--- src/shared/asf_consts.svh ---
// Offsets, field positions, codes and counts of the string to float converter
// Function
// - Store 32-bit float result in two words
// - Low byte first, then high byte
// - First 00H ends string; missing gives K6705
// - Ignore eighth and later significant digits
// - Leading 2BH or none positive, 2DH negative
// - Exponent sign 2BH positive, 2DH negative
// - Skip spaces and leading zeros
// - Length zero or above 24 gives K6705
// - Zero flag when mantissa is zero
// - Below 2^-126 discard and set borrow
// - At or above 2^128 clamp, set carry
// - Non-digit in mantissa gives K6706
// - Two decimal points give K6706
// - Bad exponent characters give K6706
// - Error sets flag and error code word
`ifndef ASF_CONSTS_SVH
`define ASF_CONSTS_SVH

// ==========================================================
// Register offsets
`define ASF_OFF_CTRL   8'h00
`define ASF_OFF_STAT   8'h04
`define ASF_OFF_CODE   8'h08
`define ASF_OFF_DLO    8'h0C
`define ASF_OFF_DHI    8'h10
`define ASF_OFF_IST    8'h14
`define ASF_OFF_IMSK   8'h18
`define ASF_OFF_SRC    8'h40

// ==========================================================
// Field positions and reset values
`define ASF_CTRL_START 0
`define ASF_STAT_BUSY  4
`define ASF_IRQ_DONE   0
`define ASF_IRQ_ERR    1
`define ASF_RST_WORD   16'h0000

// ==========================================================
// Characters, limits and codes
`define ASF_SRC_WORDS  13
`define ASF_MAX_CHARS  5'h18
`define ASF_SIG_MAX    4'h7
`define ASF_CH_NUL     8'h00
`define ASF_CH_SP      8'h20
`define ASF_CH_PLUS    8'h2B
`define ASF_CH_MINUS   8'h2D
`define ASF_CH_DOT     8'h2E
`define ASF_CH_EXP     8'h45
`define ASF_CH_ZERO    8'h30
`define ASF_CH_NINE    8'h39
`define ASF_ERR_LEN    16'h1A31
`define ASF_ERR_FMT    16'h1A32

// ==========================================================
// Arithmetic
`define ASF_K_MUL10    32'hA0000000
`define ASF_K_DIV10    32'hCCCCCCCD
`define ASF_BE_INIT    11'sh01F
`define ASF_BE_LIM     11'sh0C8
`define ASF_EXP_SAT    14'h00C8
`define ASF_BIAS       11'sh07F
`define ASF_BIASED_MAX 11'sh0FF
`define ASF_MAG_MAX    31'h7F7FFFFF

`endif

--- src/shared/asf_pkg.sv ---
// Types shared by the string to float converter
package asf_pkg;

	// ==========================================================
	// Types
	typedef enum logic [2:0] {
		ST_IDLE,
		ST_SCAN,
		ST_NORM,
		ST_SCALE,
		ST_PACK
	} asf_state_t;

	typedef struct packed {
		logic       valid;
		logic       write;
		logic [7:0] off;
	} asf_ahb_t;

	typedef struct packed {
		logic err;
		logic carry;
		logic borrow;
		logic zero;
	} asf_flags_t;

endpackage : asf_pkg

--- src/hw/asf_string_to_float.sv ---
// String to float converter with AHB-Lite register access
//
// Chosen here: register access over AHB-Lite and the placing of the registers.
`timescale 1ns/1ps
`default_nettype none
`include "asf_consts.svh"

module asf_string_to_float
	import asf_pkg::*;
(
	// Clock and reset
	input  wire logic        hclk,
	input  wire logic        hresetn,
	// AHB-Lite slave
	input  wire logic        hsel,
	input  wire logic [31:0] haddr,
	input  wire logic [1:0]  htrans,
	input  wire logic        hwrite,
	input  wire logic [2:0]  hsize,
	input  wire logic [31:0] hwdata,
	input  wire logic        hready,
	output logic      [31:0] hrdata,
	output logic             hreadyout,
	output logic             hresp,
	// Completion and interrupt
	output logic             done,
	output logic             irq
);

	// ==========================================================
	// Helpers
	function automatic logic is_digit(input logic [7:0] c);
		return (c >= `ASF_CH_ZERO) && (c <= `ASF_CH_NINE);
	endfunction : is_digit

	function automatic logic is_sign(input logic [7:0] c);
		return (c == `ASF_CH_PLUS) || (c == `ASF_CH_MINUS);
	endfunction : is_sign

	// ==========================================================
	// Declarations
	asf_ahb_t          aph_ff;
	asf_state_t        state_ff;
	asf_flags_t        res_ff;
	logic [15:0]       src_ff [`ASF_SRC_WORDS];
	logic [4:0]        idx_ff;
	logic [23:0]       man_ff;
	logic [3:0]        sig_ff;
	logic signed [10:0] dexp_ff;
	logic [9:0]        string_to_real_op_ff;
	logic              neg_ff;
	logic              eneg_ff;
	logic              esign_ff;
	logic              edig_ff;
	logic              pt_ff;
	logic              e_ff;
	logic              mseen_ff;
	logic              nz_ff;
	logic [31:0]       m_ff;
	logic signed [10:0] be_ff;
	logic signed [10:0] cnt_ff;
	logic [15:0]       code_ff;
	logic [15:0]       dlo_ff;
	logic [15:0]       dhi_ff;
	logic              done_ff;
	logic [1:0]        ist_ff;
	logic [1:0]        msk_ff;
	logic [15:0]       cw;
	logic [7:0]        ch;
	logic              sc_fmt;
	logic              sc_len;
	logic              sc_end;
	logic              scan_fail;
	logic              wr_en;
	logic              start;
	logic              fin_now;
	logic [3:0]        dval;
	logic [27:0]       man_nxt;
	logic [13:0]       string_to_real_op_nxt;
	logic signed [10:0] texp;
	logic [63:0]       prod;
	logic signed [10:0] bexp;
	logic              scale_stop;

	// ==========================================================
	// Bus slave: zero wait states, always OKAY
	assign hreadyout = 1'b1;
	assign hresp     = 1'b0;
	assign wr_en     = aph_ff.valid & aph_ff.write;

	always_ff @(posedge hclk or negedge hresetn) begin
		if (!hresetn) begin
			aph_ff <= '0;
		end else if (hready) begin
			aph_ff.valid <= hsel & htrans[1];
			aph_ff.write <= hwrite;
			aph_ff.off   <= haddr[7:0];
		end
	end

	always_comb begin
		hrdata = 32'h0000_0000;
		if (aph_ff.valid && !aph_ff.write) begin
			unique case (aph_ff.off)
				`ASF_OFF_STAT: hrdata = {27'h0, state_ff != ST_IDLE, res_ff};
				`ASF_OFF_CODE: hrdata = {16'h0000, code_ff};
				`ASF_OFF_DLO:  hrdata = {16'h0000, dlo_ff};
				`ASF_OFF_DHI:  hrdata = {16'h0000, dhi_ff};
				`ASF_OFF_IST:  hrdata = {30'h0, ist_ff};
				`ASF_OFF_IMSK: hrdata = {30'h0, msk_ff};
				default: begin
					for (int i = 0; i < `ASF_SRC_WORDS; i++) begin
						if (aph_ff.off == 8'(`ASF_OFF_SRC + 4 * i))
							hrdata = {16'h0000, src_ff[i]};
					end
				end
			endcase
		end
	end

	// Source words are frozen while a conversion runs
	generate
		for (genvar g = 0; g < `ASF_SRC_WORDS; g++) begin : g_src
			always_ff @(posedge hclk or negedge hresetn) begin
				if (!hresetn)
					src_ff[g] <= `ASF_RST_WORD;
				else if (wr_en && aph_ff.off == 8'(`ASF_OFF_SRC + 4 * g)
					&& state_ff == ST_IDLE)
					src_ff[g] <= hwdata[15:0];
			end
		end
	endgenerate

	assign start = wr_en && aph_ff.off == `ASF_OFF_CTRL
		&& hwdata[`ASF_CTRL_START] && state_ff == ST_IDLE;

	// ==========================================================
	// Character fetch and classification
	assign cw = src_ff[idx_ff[4:1]];
	assign ch = idx_ff[0] ? cw[15:8] : cw[7:0];
	assign dval = 4'(ch - `ASF_CH_ZERO);

	always_comb begin
		sc_fmt = 1'b0;
		sc_len = 1'b0;
		sc_end = 1'b0;
		if (ch == `ASF_CH_NUL) begin
			sc_len = idx_ff == 5'h00;
			sc_end = idx_ff != 5'h00;
		end else if (idx_ff == `ASF_MAX_CHARS) begin
			sc_len = 1'b1;
		end else if (ch == `ASF_CH_SP) begin
			sc_fmt = 1'b0;
		end else if (e_ff) begin
			sc_fmt = !((is_sign(ch) && !esign_ff && !edig_ff)
				|| is_digit(ch));
		end else if (is_sign(ch)) begin
			sc_fmt = mseen_ff;
		end else if (ch == `ASF_CH_DOT) begin
			sc_fmt = pt_ff;
		end else begin
			sc_fmt = !(ch == `ASF_CH_EXP || is_digit(ch));
		end
	end

	assign scan_fail = (state_ff == ST_SCAN) && (sc_fmt || sc_len);
	assign man_nxt   = 28'(man_ff * 24'h00000A) + 28'(dval);
	assign string_to_real_op_nxt  = 14'(string_to_real_op_ff) * 14'h000A + 14'(dval);
	assign texp      = eneg_ff ? dexp_ff - 11'(string_to_real_op_ff) : dexp_ff + 11'(string_to_real_op_ff);

	// ==========================================================
	// Sequencer
	always_ff @(posedge hclk or negedge hresetn) begin
		if (!hresetn) begin
			state_ff <= ST_IDLE;
		end else begin
			unique case (state_ff)
				ST_IDLE:  if (start) state_ff <= ST_SCAN;
				ST_SCAN: begin
					if (sc_fmt || sc_len)
						state_ff <= ST_IDLE;
					else if (sc_end)
						state_ff <= (man_ff == 24'h0) ? ST_PACK : ST_NORM;
				end
				ST_NORM:  if (m_ff[31]) state_ff <= ST_SCALE;
				ST_SCALE: if (scale_stop) state_ff <= ST_PACK;
				ST_PACK:  state_ff <= ST_IDLE;
			endcase
		end
	end

	// ==========================================================
	// Parser state
	always_ff @(posedge hclk or negedge hresetn) begin
		if (!hresetn) begin
			idx_ff   <= 5'h00;
			man_ff   <= 24'h0;
			sig_ff   <= 4'h0;
			dexp_ff  <= 11'sh000;
			string_to_real_op_ff  <= 10'h000;
			neg_ff   <= 1'b0;
			eneg_ff  <= 1'b0;
			esign_ff <= 1'b0;
			edig_ff  <= 1'b0;
			pt_ff    <= 1'b0;
			e_ff     <= 1'b0;
			mseen_ff <= 1'b0;
			nz_ff    <= 1'b0;
		end else if (start) begin
			idx_ff   <= 5'h00;
			man_ff   <= 24'h0;
			sig_ff   <= 4'h0;
			dexp_ff  <= 11'sh000;
			string_to_real_op_ff  <= 10'h000;
			neg_ff   <= 1'b0;
			eneg_ff  <= 1'b0;
			esign_ff <= 1'b0;
			edig_ff  <= 1'b0;
			pt_ff    <= 1'b0;
			e_ff     <= 1'b0;
			mseen_ff <= 1'b0;
			nz_ff    <= 1'b0;
		end else if (state_ff == ST_SCAN && !sc_fmt && !sc_len && !sc_end) begin
			idx_ff <= idx_ff + 5'h01;
			if (ch == `ASF_CH_SP) begin
				idx_ff <= idx_ff + 5'h01;
			end else if (e_ff) begin
				if (is_sign(ch)) begin
					esign_ff <= 1'b1;
					eneg_ff  <= ch == `ASF_CH_MINUS;
				end else begin
					edig_ff <= 1'b1;
					string_to_real_op_ff <= (string_to_real_op_nxt > `ASF_EXP_SAT) ? 10'(`ASF_EXP_SAT) : string_to_real_op_nxt[9:0];
				end
			end else if (is_sign(ch)) begin
				mseen_ff <= 1'b1;
				neg_ff   <= ch == `ASF_CH_MINUS;
			end else if (ch == `ASF_CH_DOT) begin
				mseen_ff <= 1'b1;
				pt_ff    <= 1'b1;
			end else if (ch == `ASF_CH_EXP) begin
				e_ff <= 1'b1;
			end else begin
				mseen_ff <= 1'b1;
				if (nz_ff || ch != `ASF_CH_ZERO) begin
					nz_ff <= 1'b1;
					if (sig_ff < `ASF_SIG_MAX) begin
						man_ff <= man_nxt[23:0];
						sig_ff <= sig_ff + 4'h1;
						if (pt_ff)
							dexp_ff <= dexp_ff - 11'sh001;
					end else if (!pt_ff) begin
						// Dropped integer digits still carry magnitude
						dexp_ff <= dexp_ff + 11'sh001;
					end
				end else if (pt_ff) begin
					dexp_ff <= dexp_ff - 11'sh001;
				end
			end
		end
	end

	// ==========================================================
	// Binary scaling by powers of ten
	// Each step multiplies by 10 or 0.1 at 32-bit precision; the
	// truncation error is far below the seven-digit input.
	assign prod = 64'(m_ff) * 64'(cnt_ff[10] ? `ASF_K_DIV10 : `ASF_K_MUL10);
	assign scale_stop = (cnt_ff == 11'sh000) || (be_ff > `ASF_BE_LIM)
		|| (be_ff < -`ASF_BE_LIM);

	always_ff @(posedge hclk or negedge hresetn) begin
		if (!hresetn) begin
			m_ff   <= 32'h0;
			be_ff  <= 11'sh000;
			cnt_ff <= 11'sh000;
		end else if (state_ff == ST_SCAN && sc_end && !sc_fmt && !sc_len) begin
			m_ff   <= {8'h00, man_ff};
			be_ff  <= `ASF_BE_INIT;
			cnt_ff <= texp;
		end else if (state_ff == ST_NORM && !m_ff[31]) begin
			m_ff  <= {m_ff[30:0], 1'b0};
			be_ff <= be_ff - 11'sh001;
		end else if (state_ff == ST_SCALE && !scale_stop) begin
			m_ff   <= prod[63] ? prod[63:32] : prod[62:31];
			be_ff  <= be_ff + (cnt_ff[10] ? -11'sh003 : 11'sh004)
				- (prod[63] ? 11'sh000 : 11'sh001);
			cnt_ff <= cnt_ff[10] ? cnt_ff + 11'sh001 : cnt_ff - 11'sh001;
		end
	end

	// ==========================================================
	// Result, flags and error code
	assign bexp    = be_ff + `ASF_BIAS;
	assign fin_now = (state_ff == ST_PACK) || scan_fail;

	always_ff @(posedge hclk or negedge hresetn) begin
		if (!hresetn) begin
			res_ff  <= '0;
			code_ff <= `ASF_RST_WORD;
			dlo_ff  <= `ASF_RST_WORD;
			dhi_ff  <= `ASF_RST_WORD;
		end else if (start) begin
			res_ff <= '0;
		end else if (scan_fail) begin
			// Destination keeps its old value
			res_ff.err <= 1'b1;
			code_ff    <= sc_len ? `ASF_ERR_LEN : `ASF_ERR_FMT;
		end else if (state_ff == ST_PACK) begin
			if (man_ff == 24'h0) begin
				res_ff.zero <= 1'b1;
				{dhi_ff, dlo_ff} <= {neg_ff, 31'h0};
			end else if (bexp >= `ASF_BIASED_MAX) begin
				res_ff.carry <= 1'b1;
				{dhi_ff, dlo_ff} <= {neg_ff, `ASF_MAG_MAX};
			end else if (bexp < 11'sh001) begin
				res_ff.borrow <= 1'b1;
				{dhi_ff, dlo_ff} <= {neg_ff, 31'h0};
			end else begin
				{dhi_ff, dlo_ff} <= {neg_ff, bexp[7:0], m_ff[30:8]};
			end
		end
	end

	// ==========================================================
	// Completion and interrupt
	always_ff @(posedge hclk or negedge hresetn) begin
		if (!hresetn)
			done_ff <= 1'b0;
		else
			done_ff <= fin_now;
	end
	assign done = done_ff;

	always_ff @(posedge hclk or negedge hresetn) begin
		if (!hresetn) begin
			ist_ff <= 2'h0;
			msk_ff <= 2'h0;
		end else begin
			// A new event wins over a clear in the same cycle
			ist_ff <= (ist_ff & ~((wr_en && aph_ff.off == `ASF_OFF_IST) ? hwdata[1:0] : 2'h0))
				| {scan_fail, fin_now};
			if (wr_en && aph_ff.off == `ASF_OFF_IMSK)
				msk_ff <= hwdata[1:0];
		end
	end
	assign irq = |(ist_ff & msk_ff);
endmodule : asf_string_to_float
`default_nettype wire

--- config.mk ---
export PLATFORM = sky130hd
export DESIGN_NAME = asf_string_to_float
export DESIGN_NICKNAME = d
export VERILOG_FILES = /design/src/shared/asf_pkg.sv /design/src/hw/asf_string_to_float.sv
export VERILOG_INCLUDE_DIRS = /design/src /design/src/shared
export SDC_FILE = /design/constraint.sdc
export NUM_CORES = 2
export LEC_CHECK = 0
export BUFFER_PORTS_ARGS = -buffer_cell sky130_fd_sc_hd__buf_2
export CORE_MARGIN = 4
export CORE_UTILIZATION = 55
export DETAILED_ROUTE_END_ITERATION = 6
export PLACE_DENSITY = 0.72
export SLEW_MARGIN = 20
export SYNTH_ARGS = -nofsm -noshare
export SYNTH_HDL_FRONTEND = slang
export SYNTH_SLANG_ARGS = --single-unit
--- constraint.sdc ---
create_clock -name hclk -period 15.2 [get_ports hclk]
set_input_delay 0.76 -clock hclk [delete_from_list [all_inputs] [get_ports hclk]]
set_output_delay 0.76 -clock hclk [all_outputs]
set_load 0.01 [all_outputs]
==> results.txt <==
- Run status: completed
- The most numerous cell type found on the critical path is sky130_fd_sc_hd__fa_1.
- Worst relative slew slack: between 10% and 20%
- Critical register-to-register path startpoint: cnt_ff[10]
- Flops & latches, synth: around 380
* Hold violation count in the final report: 0
- Post-CTS timing repair inserted 0 buffers for setup.
- Setup repair after global routing left no endpoint under its margin.
- Of all nets on the critical path, the largest fanout is 51.
- In this run the mean area of a mapped cell was 9.90 um2.
* Routability congestion estimate from global placement: between 0.9 and 1
* Area growth from synthesis to layout: 6.32%
* Routed WL per cell: around 23 um
* Maximum number of pins on one net before global-route repair: ~180
- Slowest cell on the critical path: sky130_fd_sc_hd__fa_1
- Hold buffers post-CTS: 0
- Total Routed Length: ~120 mm
- Data arrival at the endpoint of the critical path: 12260 ps
- Overflow left after global routing: 0
- Critical path startpoint category: flop
- Warning count from the yosys run: 0
- between 100 and 150 I/O pins were placed.
- In the routed layout, each cell is associated on average with a via count of ~6.2.
* EDFF count, synth: 0
- CTS Buf Count: 42
- The total area inside the core boundary comes to between 0.07 and 0.08 mm2.
- Root Driver: sky130_fd_sc_hd__clkbuf_16
* Commonest register cell after synthesis: sky130_fd_sc_hd__dfrtp_1
- Count of TritonRoute iterations in the first routing pass: 5
- Number of nets at the end of the flow: roughly 5200
- After legalization and detailed placement, the total HPWL measured between 90 and 100 mm.
* Row count: approximately 100
- For the pin with the worst max-slew slack, the measured transition is 1220 ps.
- Clock latency of the later-clocked register in the worst-skew pair: roughly 620 ps
* Final max-slew violation count: 0
- For this run, the total global-route usage over all layers was measured as about 30%.
- After the first detailed-routing iteration, the DRC count stood at 3180.
- Library cells used by synthesis: 87
- The initial utilization of the core area, before any placement, comes to ~56%.
- The share of the Yosys chip area taken by registers is ~23%.
- Min-Delay Path Class: in2async
- Synth Cell Area: between 0.04 and 0.05 mm2
- Slack of the worst reg-to-reg path: roughly 3400 ps
- Die outline width: approximately 280 um
* Chip Height: ~280 um
- The longest clock path from root to sink contains 3 buffers.
- Area of the die: ~0.081 mm2
- Adding up every negative setup slack in the final design gives 0 ps.
- Number of max-cap violations: 0
- Minimum clock period: 11780 ps
* Number of fill cells in the layout: between 6000 and 7000
- The clock drives approximately 380 sinks.
- Maximum cell stage delay along the critical path: between 500 and 600 ps
* Clock tree from TritonCTS: built
* Synthesized instance count: 4258
* Critical path type: reg2reg
* Count of instances resized after the clock tree is built: 0
- Global-route wire length before repair: ~190 mm
- Post-route DRC: 0
* Initial antenna violation count: 0
* Max Clock Skew: 57.5 ps
- The via count of the first global-routing pass is ~33000.
- CTS built an H-tree with a depth of 2.
* Category of the worst setup path capture point: flop
* Share of the clock period used by the worst path after layout: just under 80%
- Cell count of the worst reg-to-reg path: between 40 and 50
- After clock tree synthesis, the clock-pin slew on the worst setup and hold paths is approximately 60 ps.
- The post-route netlist has about 11% of its cells at a drive strength greater than 1.
* Data required time at the worst endpoint: roughly 16000 ps
- Highest clock frequency the design can meet: 0.0849 GHz
- In this run the remaining antenna-violating nets after routing total 0.
- In this run the tool buffered the top-level ports with 47 buffer cells.
- The worst register-to-register path ends at be_ff[10].
- Counting flops with an async set or reset pin after synthesis yields a share of 100%.
* Number of setup violations in the final report: 0
* Final antenna diode count: 0
- Total number of vias: about 33000
==> cell type report <==
class | instances | area, um2 | share of cell area (%)
inverter | 767 | 2880 | 6.42
timing repair buffer | 93 | 603 | 1.34
multi-input combinational | 2942 | 29000 | 64.7
sequential | 381 | 9540 | 21.3
clock inverter | 17 | 284 | 0.633
clock buffer | 60 | 1240 | 2.76
tap | 1030 | 1290 | 2.87
==> sequential cells by signal, indices dropped and copies added, names as in the netlist, 2 cells and up <==
name,cells
sig_ff,4
string_to_real_op_ff,10
state_ff,3
res_ff,4
aph_ff,10
dlo_ff,16
idx_ff,5
code_ff,3
dexp_ff,11
be_ff,11
ist_ff,2
m_ff,32
msk_ff,2
man_ff,24
src_ff,208
dhi_ff,16
cnt_ff,11
==> layer usage <==
layer | track usage (%) | share of wire [%]
met2 | 45.4 | 45
met3 | 6.55 | 10
met5 | 0 | 0
met4 | 7.40 | 2.8
met1 | 43.0 | 43
==> cell usage after synthesis (50+ instances only) <==
cell	instances	area (um2)
sky130_fd_sc_hd__inv_1	765	2870
sky130_fd_sc_hd__fa_1	452	9050
sky130_fd_sc_hd__ha_1	448	5610
sky130_fd_sc_hd__dfrtp_1	381	9530
sky130_fd_sc_hd__mux2_2	243	2740
sky130_fd_sc_hd__nand2_1	217	815
sky130_fd_sc_hd__a21oi_1	164	821
sky130_fd_sc_hd__nor2_1	159	597
sky130_fd_sc_hd__o21ai_0	149	746
sky130_fd_sc_hd__clkbuf_1	133	499
sky130_fd_sc_hd__nand3_1	101	505
sky130_fd_sc_hd__xnor2_1	87	762
sky130_fd_sc_hd__a22oi_1	66	495
sky130_fd_sc_hd__mux2i_1	63	631
sky130_fd_sc_hd__a21o_1	60	450
sky130_fd_sc_hd__nor3_1	50	250
==> logic make-up after synthesis <==
family | share of synthesized area (%)
xor gates and xnor gates | 2.55
buffers and inverters | 8.82
AOI/OAI and AO/OA | 12.9
DFF | 22.6
muxes | 9.31
adders and majority gates | 34.7
other | 0.0178
and+or+nand+nor | 9.05
==> worst max-delay path by stage <==
| stage | start | end | cells after the start |
|---|---|---|---|
| floorplan | cnt_ff[10] | be_ff[10] | 43 |
| global placement | cnt_ff[10] | be_ff[10] | 43 |
| detailed placement | cnt_ff[10] | be_ff[10] | 43 |
| CTS | cnt_ff[10] | be_ff[10] | 43 |
| global route | cnt_ff[10] | be_ff[10] | 42 |
| finish | cnt_ff[10] | be_ff[10] | 43 |
==> layout by cell type, fill, tap and decap left out, drive strengths merged, types with 14 or more instances in the layout <==
| cell | instances |
|---|---|
| a221oi | 30 |
| o22ai | 30 |
| a222oi | 26 |
| inv | 767 |
| xnor2 | 87 |
| a22oi | 66 |
| a31oi | 31 |
| mux2 | 250 |
| nand2b | 22 |
| nand2 | 217 |
| nor3 | 50 |
| nand4 | 27 |
| nor2 | 159 |
| a21o | 60 |
| nor2b | 40 |
| nor4 | 25 |
| dfrtp | 381 |
| ha | 448 |
| a21oi | 164 |
| o21ai | 152 |
| and2 | 30 |
| nand3 | 101 |
| and3 | 26 |
| fa | 452 |
| mux2i | 63 |
| o21bai | 17 |
| buf | 93 |
| a22o | 16 |
| or4 | 14 |
| conb | 19 |
| or2 | 17 |
| mux4 | 21 |
| a221o | 22 |
| xor2 | 33 |
| o211ai | 19 |
| a211oi | 31 |
| clkbuf | 60 |
==> metrics by stage <==
step | std cells | area (um2) | hold slack, ps | utilization [%] | worst slack [ps]
after detailed placement | 5213 | 43300 | 459 | 57.0 | 3630
after global placement | 5213 | 43300 | 454 | 57.0 | 3660
after floorplan | 4275 | 42200 | 435 | - | 5120
after global routing | 5290 | 44800 | 203 | 59.0 | 2830
after CTS | 5290 | 44800 | 192 | 59.0 | 3590
final | 5290 | 44800 | 168 | 59.0 | 3420
==> critical path, delay by kind of cell (launching register included) <==
family	cells	cell delay [ps]
AO/OA/AOI/OAI	12	2740
AND/OR/NAND/NOR	9	1720
XOR/XNOR	1	140
buffers and inverters	10	1850
flip-flops	1	320
adder cells (fa/ha/maj)	11	4850
Power is left out: the tool's default activity adds up to more than one toggle a clock period on the data nets, which glitch-free logic cannot reach.
